--- src/hdl/pwos_defs.vh ---
// Constants for the PWM output selection and polarity update block
// Operation
// - Low clear bit selects dead-time low output
// - High clear bit selects dead-time high output
// - Selection clear register write-only at 0x50
// - Four write-only polarity registers from 0x400
// - Polarity writes need group two unprotected
// - Polarity value held in double buffer
// - Invert bit flips comparator output polarity
// - Invert bit set ignores polarity bit
// - Polarity bit picks low or high start
`ifndef PWOS_DEFS_VH
`define PWOS_DEFS_VH
`define PWOS_OSC_ADDR 12'h050
`define PWOS_CMUPD_BASE 12'h400
`define PWOS_CMUPD_STRIDE 12'h020
`define PWOS_LOW_LSB 16
`define PWOS_HIGH_LSB 0
`define PWOS_POL_BIT 9
`define PWOS_INV_BIT 13
`define PWOS_ADDR_W 12
`endif

--- src/hdl/pwos_select_polarity.v ---
// Output selection clear and double-buffered channel polarity update
`timescale 1ns/10ps
`include "pwos_defs.vh"
module pwos_select_polarity #(
   parameter NCH = 4
) (
   input wire sys_clk,
   input wire sys_rst,
   input wire psel,
   input wire penable,
   input wire pwrite,
   input wire [11:0] paddr,
   input wire [31:0] pwdata,
   output wire [31:0] prdata,
   output wire pready,
   output wire pslverr,
   input wire soft_protect_group2_flag,
   input wire hard_protect_group2_flag,
   input wire [NCH-1:0] period_end,
   input wire [NCH-1:0] override_low_set,
   input wire [NCH-1:0] override_high_set,
   input wire [NCH-1:0] override_low_value,
   input wire [NCH-1:0] override_high_value,
   input wire [NCH-1:0] deadtime_low_out,
   input wire [NCH-1:0] deadtime_high_out,
   output reg [NCH-1:0] low_side_output,
   output reg [NCH-1:0] high_side_output,
   output reg [NCH-1:0] channel_polarity,
   output wire [NCH-1:0] low_select_override,
   output wire [NCH-1:0] high_select_override
);
   wire wr_access;
   wire osc_hit;
   reg [NCH-1:0] low_sel;
   reg [NCH-1:0] high_sel;
   reg [NCH-1:0] pol_buf;
   reg [NCH-1:0] pol_pend;

   // Single-cycle access phase, never an error
   assign pready = 1'b1;
   assign pslverr = 1'b0;
   assign prdata = 32'h00000000;
   assign wr_access = psel & penable & pwrite;
   assign osc_hit = wr_access && (paddr == `PWOS_OSC_ADDR);
   assign low_select_override = low_sel;
   assign high_select_override = high_sel;

   genvar i;
   generate
      for (i = 0; i < NCH; i = i + 1) begin : g_ch
         wire upd_hit;
         wire inv_req;
         wire [`PWOS_ADDR_W-1:0] ch_addr;
         wire [31:0] ch_addr_full;
         // Full-width sum, then cut to the bus address width on purpose
         assign ch_addr_full = `PWOS_CMUPD_BASE + i * `PWOS_CMUPD_STRIDE;
         assign ch_addr = ch_addr_full[`PWOS_ADDR_W-1:0];
         assign upd_hit = wr_access && (paddr == ch_addr) &&
            !soft_protect_group2_flag && !hard_protect_group2_flag;
         assign inv_req = pwdata[`PWOS_INV_BIT];

         // Selection: clear wins over a set in the same cycle
         always @(posedge sys_clk or posedge sys_rst) begin
            if (sys_rst) begin
               low_sel[i] <= 1'b0;
               high_sel[i] <= 1'b0;
            end else begin
               if (osc_hit && pwdata[`PWOS_LOW_LSB + i]) begin
                  low_sel[i] <= 1'b0;
               end else if (override_low_set[i]) begin
                  low_sel[i] <= 1'b1;
               end
               if (osc_hit && pwdata[`PWOS_HIGH_LSB + i]) begin
                  high_sel[i] <= 1'b0;
               end else if (override_high_set[i]) begin
                  high_sel[i] <= 1'b1;
               end
            end
         end

         // Polarity buffer, applied only at the channel period end
         always @(posedge sys_clk or posedge sys_rst) begin
            if (sys_rst) begin
               pol_buf[i] <= 1'b0;
               pol_pend[i] <= 1'b0;
               channel_polarity[i] <= 1'b0;
            end else begin
               if (upd_hit) begin
                  if (inv_req) begin
                     pol_buf[i] <= ~(pol_pend[i] ? pol_buf[i] : channel_polarity[i]);
                  end else begin
                     pol_buf[i] <= pwdata[`PWOS_POL_BIT];
                  end
                  pol_pend[i] <= 1'b1;
               end else if (period_end[i] && pol_pend[i]) begin
                  channel_polarity[i] <= pol_buf[i];
                  pol_pend[i] <= 1'b0;
               end
            end
         end

         // Registered pin drive from dead-time or override value
         always @(posedge sys_clk or posedge sys_rst) begin
            if (sys_rst) begin
               low_side_output[i] <= 1'b0;
               high_side_output[i] <= 1'b0;
            end else begin
               low_side_output[i] <= low_sel[i] ? override_low_value[i] : deadtime_low_out[i];
               high_side_output[i] <= high_sel[i] ? override_high_value[i] : deadtime_high_out[i];
            end
         end
      end
   endgenerate
endmodule

--- config.mk ---
export PLATFORM = sky130hd
export DESIGN_NAME = pwos_select_polarity
export DESIGN_NICKNAME = d
export VERILOG_FILES = /design/src/hdl/pwos_select_polarity.v
export VERILOG_INCLUDE_DIRS = /design/src /design/src/hdl
export SDC_FILE = /design/constraint.sdc
export NUM_CORES = 1
export LEC_CHECK = 0
export BUFFER_PORTS_ARGS = -buffer_cell sky130_fd_sc_hd__buf_2
export CORE_UTILIZATION = 31
export DETAILED_ROUTE_END_ITERATION = 6
export PLACE_DENSITY = 0.65
export SETUP_SLACK_MARGIN = 0.2
export SLEW_MARGIN = 20
export SYNTH_ARGS = -nofsm -noshare
export SYNTH_HDL_FRONTEND = slang
export SYNTH_SLANG_ARGS = --single-unit
export TNS_END_PERCENT = 50
--- constraint.sdc ---
create_clock -name sys_clk -period 1.22 [get_ports sys_clk]
set_input_delay 0.244 -clock sys_clk [delete_from_list [all_inputs] [get_ports sys_clk]]
set_output_delay 0.244 -clock sys_clk [all_outputs]
set_load 0.05 [all_outputs]
==> out/qor.yml, run 1 <==
run_status:
  status: "finished, violations left"
  violations: "negative setup slack"
timing:
  finalHoldViolCount: 0
  finalSetupViolations: 6
  fin_ws_ps: -86.66
  finalCritPeriodShare: 1.071
  grt_setup_unrepaired: "true"
  fin_skew_ps: 2.999
  period_minus_slack_ps: 1307
  fmax_mhz: 765.3
  slew_viol_final: 0
synth:
  yosysMostFrequentCell: "buf_4"
  syn_area_mm2: 0.001525
  yosys_warnings: 0
  synth_xor_area_frac: 0
  yosys.area.top_type: "dfrtp_1"
  synthMuxAreaShare: 0.1214
  synth_enable_flop_cells: 0
  ys_ff_latch: 28
  netlist_instances: 139
  post_synth_fa_ha_maj_area_fraction: 0
  async_reset_ff_frac: 1.000
  yosysSeqAreaShare: 0.4594
  synthTopCellsByCount: "buf_4 (34), dfrtp_1 (28), a21oi_1 (12), mux2_2 (12), nor2_1 (9)"
  yosysTopAreaCellShare: 0.4594
  synth_simple_gate_area_share: 0.1288
  synth_cell_types: 28
  synth_area_leaders: "dfrtp_1 (46%), buf_4 (17%), mux2_2 (8.9%)"
  syn_area_per_cell_um2: 10.97
  synth_ff_type: "dfrtp_1"
  synth_compound_area_frac: 0.1009
  synth_top_family_by_area: "buffers and inverters"
clock_network:
  path_clk_slew_ps: 100
  root_buffer: "clkbuf_8"
  cts_max_level: 1
  clock_latency_ps: 270
  cts_buffers: 3
  cts_tree: "built"
  clockBufferDepth: 2
  clock-sinks: 28
global_routing:
  grt-ovfl-total: 0
  grt_pass1_wl_um: 5361
  antenna_found_initial: 0
  grt_pass1_vias: 1222
  grt_max_degree: 17
  grt_usage: 0.1334
finish:
  n_antenna_cell: 0
  nFillCells: 425
  layout-drive-gt1-share: 0.5745
  layoutNonFillerInstCount: 302
  nets: 315
  fin_area_mm2: 0.002356
  syn2layout_area_growth_pct: 54.47
critical_path:
  cp.arrival_ps: 1480
  cp_max_fo: 4
  startpoint_type: "input pin"
  required_ps: 1390
  endpoint_kind: "flop"
  crit_type: "input pin to flop"
floorplanning:
  dieArea_mm2: 0.005205
  fp.coreArea_mm2: 0.004723
  rows: 25
  pin_count: 133
  initial_utilization: 0.3229
  die-height_um: 72.15
  die_w_um: 72.15
pwr:
  combPwrFrac: 0.243
  swShare: 0.3104
  power_per_cell_area_mw_per_mm2: 942.9
  leakagePower_nw: 1.120
  intPower_w: 0.001532
  pwr-share-clk: 0.328
  max-vdd-ir-drop_mv: 0.4073
  switchingPower_w: 0.0006895
  p_seq_frac: 0.429
job:
  max_cap_viol_count: 0
detailed_routing:
  first_pass_iters: 4
  ant_nets: 0
  wl_um: 3501
  drc: 0
  drt-initial-drc-count: 16
  vias: 1294
  viasPerCell: 4.285
  post_drt_wl_per_cell_um: 11.59
place:
  hpwlAfterDp_um: 2572
  gp_congestion: 0.7905
  place_area_mm2: 0.001932
  dp_cells: 288
  port_buffers: 76
hold_path:
  hold_path.class: "input pin to flop"
[power groups by stage]
stage          Clock [W]  Sequential [W]  Combinational, W
3_3_place_gp           0        0.000968          0.000491
2_1_floorplan          0         0.00103          0.000368
6_report        0.000728        0.000954          0.000540
4_1_cts         0.000751        0.000954          0.000533
5_1_grt         0.000779        0.000956          0.000568
3_5_place_dp           0        0.000968          0.000494
[worst max-delay path, stage by stage]
cell,delay [ps]
buf_6,90
nor4_4,300
buf_4,180
nand4_4,100
or3b_4,440
mux2i_1,130
[registers in the layout, indices dropped and copies added (netlist names)]
| signal | count |
|---|---|
| channel_polarity | 4 |
| high_select_override | 4 |
| high_side_output | 4 |
| low_select_override | 4 |
| low_side_output | 4 |
| pol_buf | 4 |
| pol_pend | 4 |
[cells in the final DEF, fill, tap and decap left out, types with 2 or more instances in the layout]
master	Yosys	layout
o21ai_0	7	4
mux2_2	12	10
buf_2	0	52
conb_1	2	34
a21oi_2	0	5
o311ai_2	1	3
buf_4	34	16
nand2_1	2	2
mux2i_1	5	5
mux2_4	0	2
clkbuf_8	0	3
buf_6	0	24
a21oi_4	0	3
inv_1	7	7
o21ai_2	0	4
dfrtp_1	28	28
nor2_1	9	8
a21oi_1	12	4
[path summary, 6_finish.rpt]
| kind | startpoint | end | slack, ps | cells after the start |
|---|---|---|---|---|
| setup / recovery | paddr[9] | pol_buf[1]$_DFFE_PP0P_ | -90 | 6 |
| hold / removal | pwdata[19] | low_select_override[3]$_DFFE_PP0P_ | 130 | 2 |
| setup reg to reg | channel_polarity[2]$_DFFE_PP0P_ | pol_buf[2]$_DFFE_PP0P_ | 240 | 4 |
| hold reg to reg | pol_buf[2]$_DFFE_PP0P_ | channel_polarity[2]$_DFFE_PP0P_ | 530 | 1 |
| max in group asynchronous | sys_rst | low_side_output[2]$_DFF_PP0_ | 510 | 4 |
| min in group asynchronous | sys_rst | pol_buf[2]$_DFFE_PP0P_ | 530 | 4 |
[routing by layer]
metal / wire length, µm / track usage
met1: 1373 / 0.1490
met2: 1877 / 0.2482
met3: 182 / 0.01806
met4: 68 / 0.06318
met5: 0 / 0
[cell type report]
class | count | area, µm² | area share
Multi-Input combinational cell | 102 | 793.3 | 0.3367
Sequential cell | 28 | 700.7 | 0.2974
Timing Repair Buffer | 94 | 680.7 | 0.2889
Tap cell | 67 | 83.83 | 0.03558
Clock buffer | 3 | 41.29 | 0.01753
Clock inverter | 1 | 30.03 | 0.01275
Inverter | 7 | 26.28 | 0.01115
[through the flow]
step	hold slack, ps	setup slack [ps]	TNS, ps	utilization	total power [W]
after floorplan	309.4	-246.9	-1197	-	0.001398
after global placement	270.3	-409.9	-5832	0.4090	0.001459
after detailed placement	272.5	-444.1	-6141	0.4090	0.001461
after CTS	114.3	-64.03	-248.1	0.4803	0.002238
after global routing	111.7	-157.3	-995.0	0.4988	0.002303
final	130.9	-86.66	-270.5	0.4988	0.002221
[what timing repair did]
item	4_1_cts	5_1_grt
hold endpoints to repair	28	0
resized for setup	55	14
setup endpoints to repair	40	40
buffers inserted	8	1
pin swaps	15	6
hold buffers	1	0
[logic make-up after synthesis]
group / Yosys count
AO/OA/AOI/OAI: 26
buffers and inverters: 41
flip-flops: 28
multiplexers: 17
other: 2
AND/OR/NAND/NOR: 25
No activity file was read; power rests on OpenSTA's default activity.
==> run 2, diff against run 1 <==
- PLACE_DENSITY: 0.65 -> 0.76
==> out/qor.yml, run 2 (synthesis results as in run 1) <==
run_status:
  status: "finished, violations left"
  violations: "design-rule violations, negative setup slack"
clock_network:
  cts_buffers: 3
  root_buffer: "clkbuf_8"
  clock_latency_ps: 280
  clockBufferDepth: 2
  clock-sinks: 28
  path_clk_slew_ps: 100
  cts_max_level: 1
  cts_tree: "built"
floorplanning:
  fp.coreArea_mm2: 0.004723
  die-height_um: 72.15
  rows: 25
  initial_utilization: 0.3229
  die_w_um: 72.15
  dieArea_mm2: 0.005205
  pin_count: 133
timing:
  period_minus_slack_ps: 1316
  finalHoldViolCount: 0
  fin_skew_ps: 8.298
  grt_setup_unrepaired: "true"
  fin_setup_tns_ps: -564.6
  finalSetupViolations: 16
  fmax_mhz: 760.1
  fin_ws_ps: -95.61
  finalCritPeriodShare: 1.078
  slew_viol_final: 0
global_routing:
  grt_pass1_vias: 1216
  grt_usage: 0.1287
  grt_pass1_wl_um: 5230
  grt-ovfl-total: 0
  grt_max_degree: 17
  antenna_found_initial: 0
critical_path:
  critPathLaunch: "hard_protect_group2_flag"
  cpMaxStageDelayCell: "mux2_4"
  crit_type: "input pin to flop"
  r2r_slack_ps: 250
  cp.arrival_ps: 1480
  critPathMaxStageDelay_ps: 320
  reg2regPathDepth: 4
  rr_startpoint: "channel_polarity[2]$_DFFE_PP0P_"
  reg2reg_to: "pol_buf[2]$_DFFE_PP0P_"
  required_ps: 1390
  critPathCapture: "channel_polarity[0]$_DFFE_PP0P_"
  path_cells: "buf_6, nor4b_4, nand3_2, o311ai_2, mux2_4"
  cp_max_fo: 5
  endpoint_kind: "flop"
  startpoint_type: "input pin"
pwr:
  leakagePower_nw: 1.128
  power_w: 0.002244
  max-vdd-ir-drop_mv: 0.4665
  power_per_cell_area_mw_per_mm2: 957.1
finish:
  layoutNonFillerInstCount: 304
  nFillCells: 431
  fin_area_mm2: 0.002345
  syn2layout_area_growth_pct: 53.73
  final_common_cell: "buf_2"
  final_cell_mix: "buf_2 (52), conb_1 (34), dfrtp_1 (28)"
  n_antenna_cell: 0
  finish.utilization: 0.4964
  layout-drive-gt1-share: 0.5654
  nets: 317
detailed_routing:
  drc: 2
  ant_nets: 0
  drt-initial-drc-count: 33
  vias: 1284
  viasPerCell: 4.224
  first_pass_iters: 6
  wl_um: 3467
  post_drt_wl_per_cell_um: 11.40
place:
  hpwlAfterDp_um: 2538
  gp_congestion: 0.8066
  dp_cells: 292
  place_area_mm2: 0.001974
  port_buffers: 76
hold_path:
  hold_path.class: "input pin to flop"
job:
  max_cap_viol_count: 0
## run 2: changes by cell type in the layout (fill, tap and decap cells not counted), sizes merged
| cell | delta |
|---|---|
| buf | +2 |
## run 2: worst min path at each step
stage               slack (ps)                                  end       start  depth (start not counted)
floorplan                  310      channel_polarity[0]$_DFFE_PP0P_     sys_rst                          1
global placement           290        high_side_output[3]$_DFF_PP0_     sys_rst                          3
detailed placement         290        high_side_output[3]$_DFF_PP0_     sys_rst                          3
CTS                        120   low_select_override[1]$_DFFE_PP0P_  pwdata[17]                          2
global route               120   low_select_override[1]$_DFFE_PP0P_  pwdata[17]                          2
finish                     130  high_select_override[3]$_DFFE_PP0P_   pwdata[3]                          2
## run 2: where the power goes
group	total, W	switching, W	internal (W)
clock network	0.000739	0.000299	0.000439
logic	0.000552	0.000391	0.000161
registers	0.000953	0.00000867	0.000944
## run 2: final cells by class
class	instances	area (µm²)	share of cell area
clock inverter	1	30.03	0.01281
clock buffer	3	41.29	0.01761
inverter	7	26.28	0.01121
multi-input combinational	102	754.5	0.3218
timing repair buffer	96	708.2	0.3020
tap	67	83.83	0.03575
sequential	28	700.7	0.2988
## run 2: critical path, delay by kind of cell
kind,cells,cell delay (ps)
mux,1,320
compound gates,1,310
simple gates,2,510
buf+inv,1,90
## run 2: repair_timing
action / in CTS / in global routing
hold endpoints to repair: 16 / 0
endpoints found under the setup margin: 40 / 40
gates resized for setup: 55 / 10
hold buffers: 1 / 0
setup buffers: 5 / 2
pin swaps: 7 / 4
cloned: 0 / 0
## run 2: metrics by stage
step / setup WS [ps] / hold slack, ps
floorplan: -246.9 / 309.4
global placement: -394.3 / 294.6
detailed placement: -437.7 / 288.8
CTS: -74.04 / 120.0
global route: -166.3 / 115.0
finish: -95.61 / 126.0
## run 2: routing by layer
metal | track usage | vias up | part of all wire
met2 | 0.2347 | 67 | 0.53
met1 | 0.1493 | 606 | 0.39
li1 | - | 605 | -
met4 | 0.05229 | 0 | 0.019
met3 | 0.02083 | 6 | 0.063
met5 | 0 | - | 0
==> run 3, diff against run 2 <==
- BUFFER_PORTS_ARGS: -buffer_cell sky130_fd_sc_hd__buf_2 -> -buffer_cell sky130_fd_sc_hd__buf_4
- PLACE_DENSITY: 0.76 -> 0.68
==> out/qor.yml, run 3 (synthesis results as in run 1) <==
finish:
  seqCellArea_um2: 700.7
  layoutNonFillerInstCount: 296
  final_common_cell: "buf_4"
  final_cell_mix: "buf_4 (59), conb_1 (34), dfrtp_1 (28), buf_6 (28), mux2_2 (9)"
  n_antenna_cell: 0
  nFillCells: 420
  layout-drive-gt1-share: 0.5677
  nets: 309
  syn2layout_area_growth_pct: 60.71
  finish.utilization: 0.5189
  multi_input_area_um2: 790.8
place:
  hpwlAfterDp_um: 2672
  gp_congestion: 0.8489
  dp_cells: 288
  pre_cts_slack_ps: -443.1
  port_buffers: 76
clock_network:
  cts_hold_buf: 0
  path_clk_slew_ps: 100
  cts_max_level: 1
  clock-sinks: 28
  clockBufferDepth: 2
  cts_buffers: 3
  root_buffer: "clkbuf_8"
  clock_latency_ps: 280
  cts_tree: "built"
detailed_routing:
  first_pass_iters: 6
  wl_um: 3565
  vias: 1249
  drt-initial-drc-count: 34
  viasPerCell: 4.220
  post_drt_wl_per_cell_um: 12.04
  ant_nets: 0
  drc: 0
global_routing:
  grt_pass1_wl_um: 5492
  antenna_found_initial: 0
  grt_pass1_vias: 1219
  grt_usage: 0.1378
  grt-ovfl-total: 0
  grt_max_degree: 29
timing:
  fmax_mhz: 742.5
  fin_ws_ps: -126.8
  slew_viol_final: 0
  fin_skew_ps: 1.396
  finalSetupViolations: 7
  grt_setup_unrepaired: "true"
  finalCritPeriodShare: 1.104
  period_minus_slack_ps: 1347
  finalHoldViolCount: 0
  timing.hold.ws_ps: 26.65
critical_path:
  path_buf_inv: 2
  path_cells: "buf_6, nor4b_4, buf_4, nand3_4, o311ai_2, mux2_4"
  endpoint_kind: "flop"
  critPathMaxStageDelay_ps: 330
  crit_family: "simple AND/OR/NAND/NOR gates"
  cp.arrival_ps: 1510
  startpoint_type: "input pin"
  cp_max_fo: 5
  required_ps: 1390
  cpMaxStageDelayCell: "mux2_4"
  crit_type: "input pin to flop"
pwr:
  leakagePower_nw: 1.144
  max-vdd-ir-drop_mv: 0.4219
  power_per_cell_area_mw_per_mm2: 927.5
floorplanning:
  fp.coreArea_mm2: 0.004723
  rows: 25
  die_w_um: 72.15
  dieArea_mm2: 0.005205
  pin_count: 133
  initial_utilization: 0.3229
  die-height_um: 72.15
hold_path:
  hold_path.class: "input pin to asynchronous set/reset pin"
run_status:
  violations: "negative setup slack"
  status: "finished, violations left"
job:
  max_cap_viol_count: 0
run 3: metrics by stage:
step	cell area, µm²	power, W	TNS, ps
final	2451	0.002273	-542.9
after global routing	2451	0.002380	-1038
after floorplan	1663	0.001398	-1197
after detailed placement	2122	0.001522	-6750
after global placement	2122	0.001518	-5932
after CTS	2354	0.002276	-929.7
run 3: worst min-delay path, stage by stage:
cell and delay, ps:
buf_4 110, inv_1 40, buf_4 330
run 3: cell type report:
type                    count  share of cell area
repair buffers             88              0.3175
flip-flops and latches     28              0.2859
clock inverters             1             0.01225
inverters                   7             0.01072
clock buffers               3             0.01685
multi-input cells         102              0.3226
well taps                  67             0.03420
run 3: layer usage:
layer,share of wire,routed length [µm],track usage,vias up
li1,-,-,-,591
met1,0.41,1447,0.1633,587
met2,0.52,1844,0.2471,69
met3,0.073,259,0.02083,2
met4,0.0039,14,0.05882,0
met5,0,0,0,-
run 3: what timing repair did:
| action | 4_1_cts | 5_1_grt |
|---|---|---|
| setup endpoints to repair | 40 | 40 |
| buffers inserted | 2 | 2 |
| hold endpoints to repair | 0 | 0 |
| pin swaps | 7 | 10 |
| resized for setup | 34 | 19 |
run 3: path summary, 6_finish.rpt:
check	startpoint	end	slack, ps	depth (start not counted)
setup / recovery	soft_protect_group2_flag	channel_polarity[0]$_DFFE_PP0P_	-130	6
hold / removal	sys_rst	low_select_override[2]$_DFFE_PP0P_	30	3
setup reg to reg	pol_pend[2]$_DFFE_PP0P_	channel_polarity[2]$_DFFE_PP0P_	240	2
hold reg to reg	pol_buf[1]$_DFFE_PP0P_	pol_buf[1]$_DFFE_PP0P_	550	2
max in group asynchronous	sys_rst	pol_buf[0]$_DFFE_PP0P_	930	3
min in group sys_clk	pwdata[18]	low_select_override[2]$_DFFE_PP0P_	120	2
run 3: power breakdown:
part | switching [W] | total, W | internal (W)
logic | 0.000389 | 0.000583 | 0.000194
clock network | 0.000297 | 0.000736 | 0.000439
registers | 0.00000989 | 0.000954 | 0.000944
total | 0.000696 | 0.00227 | 0.00158
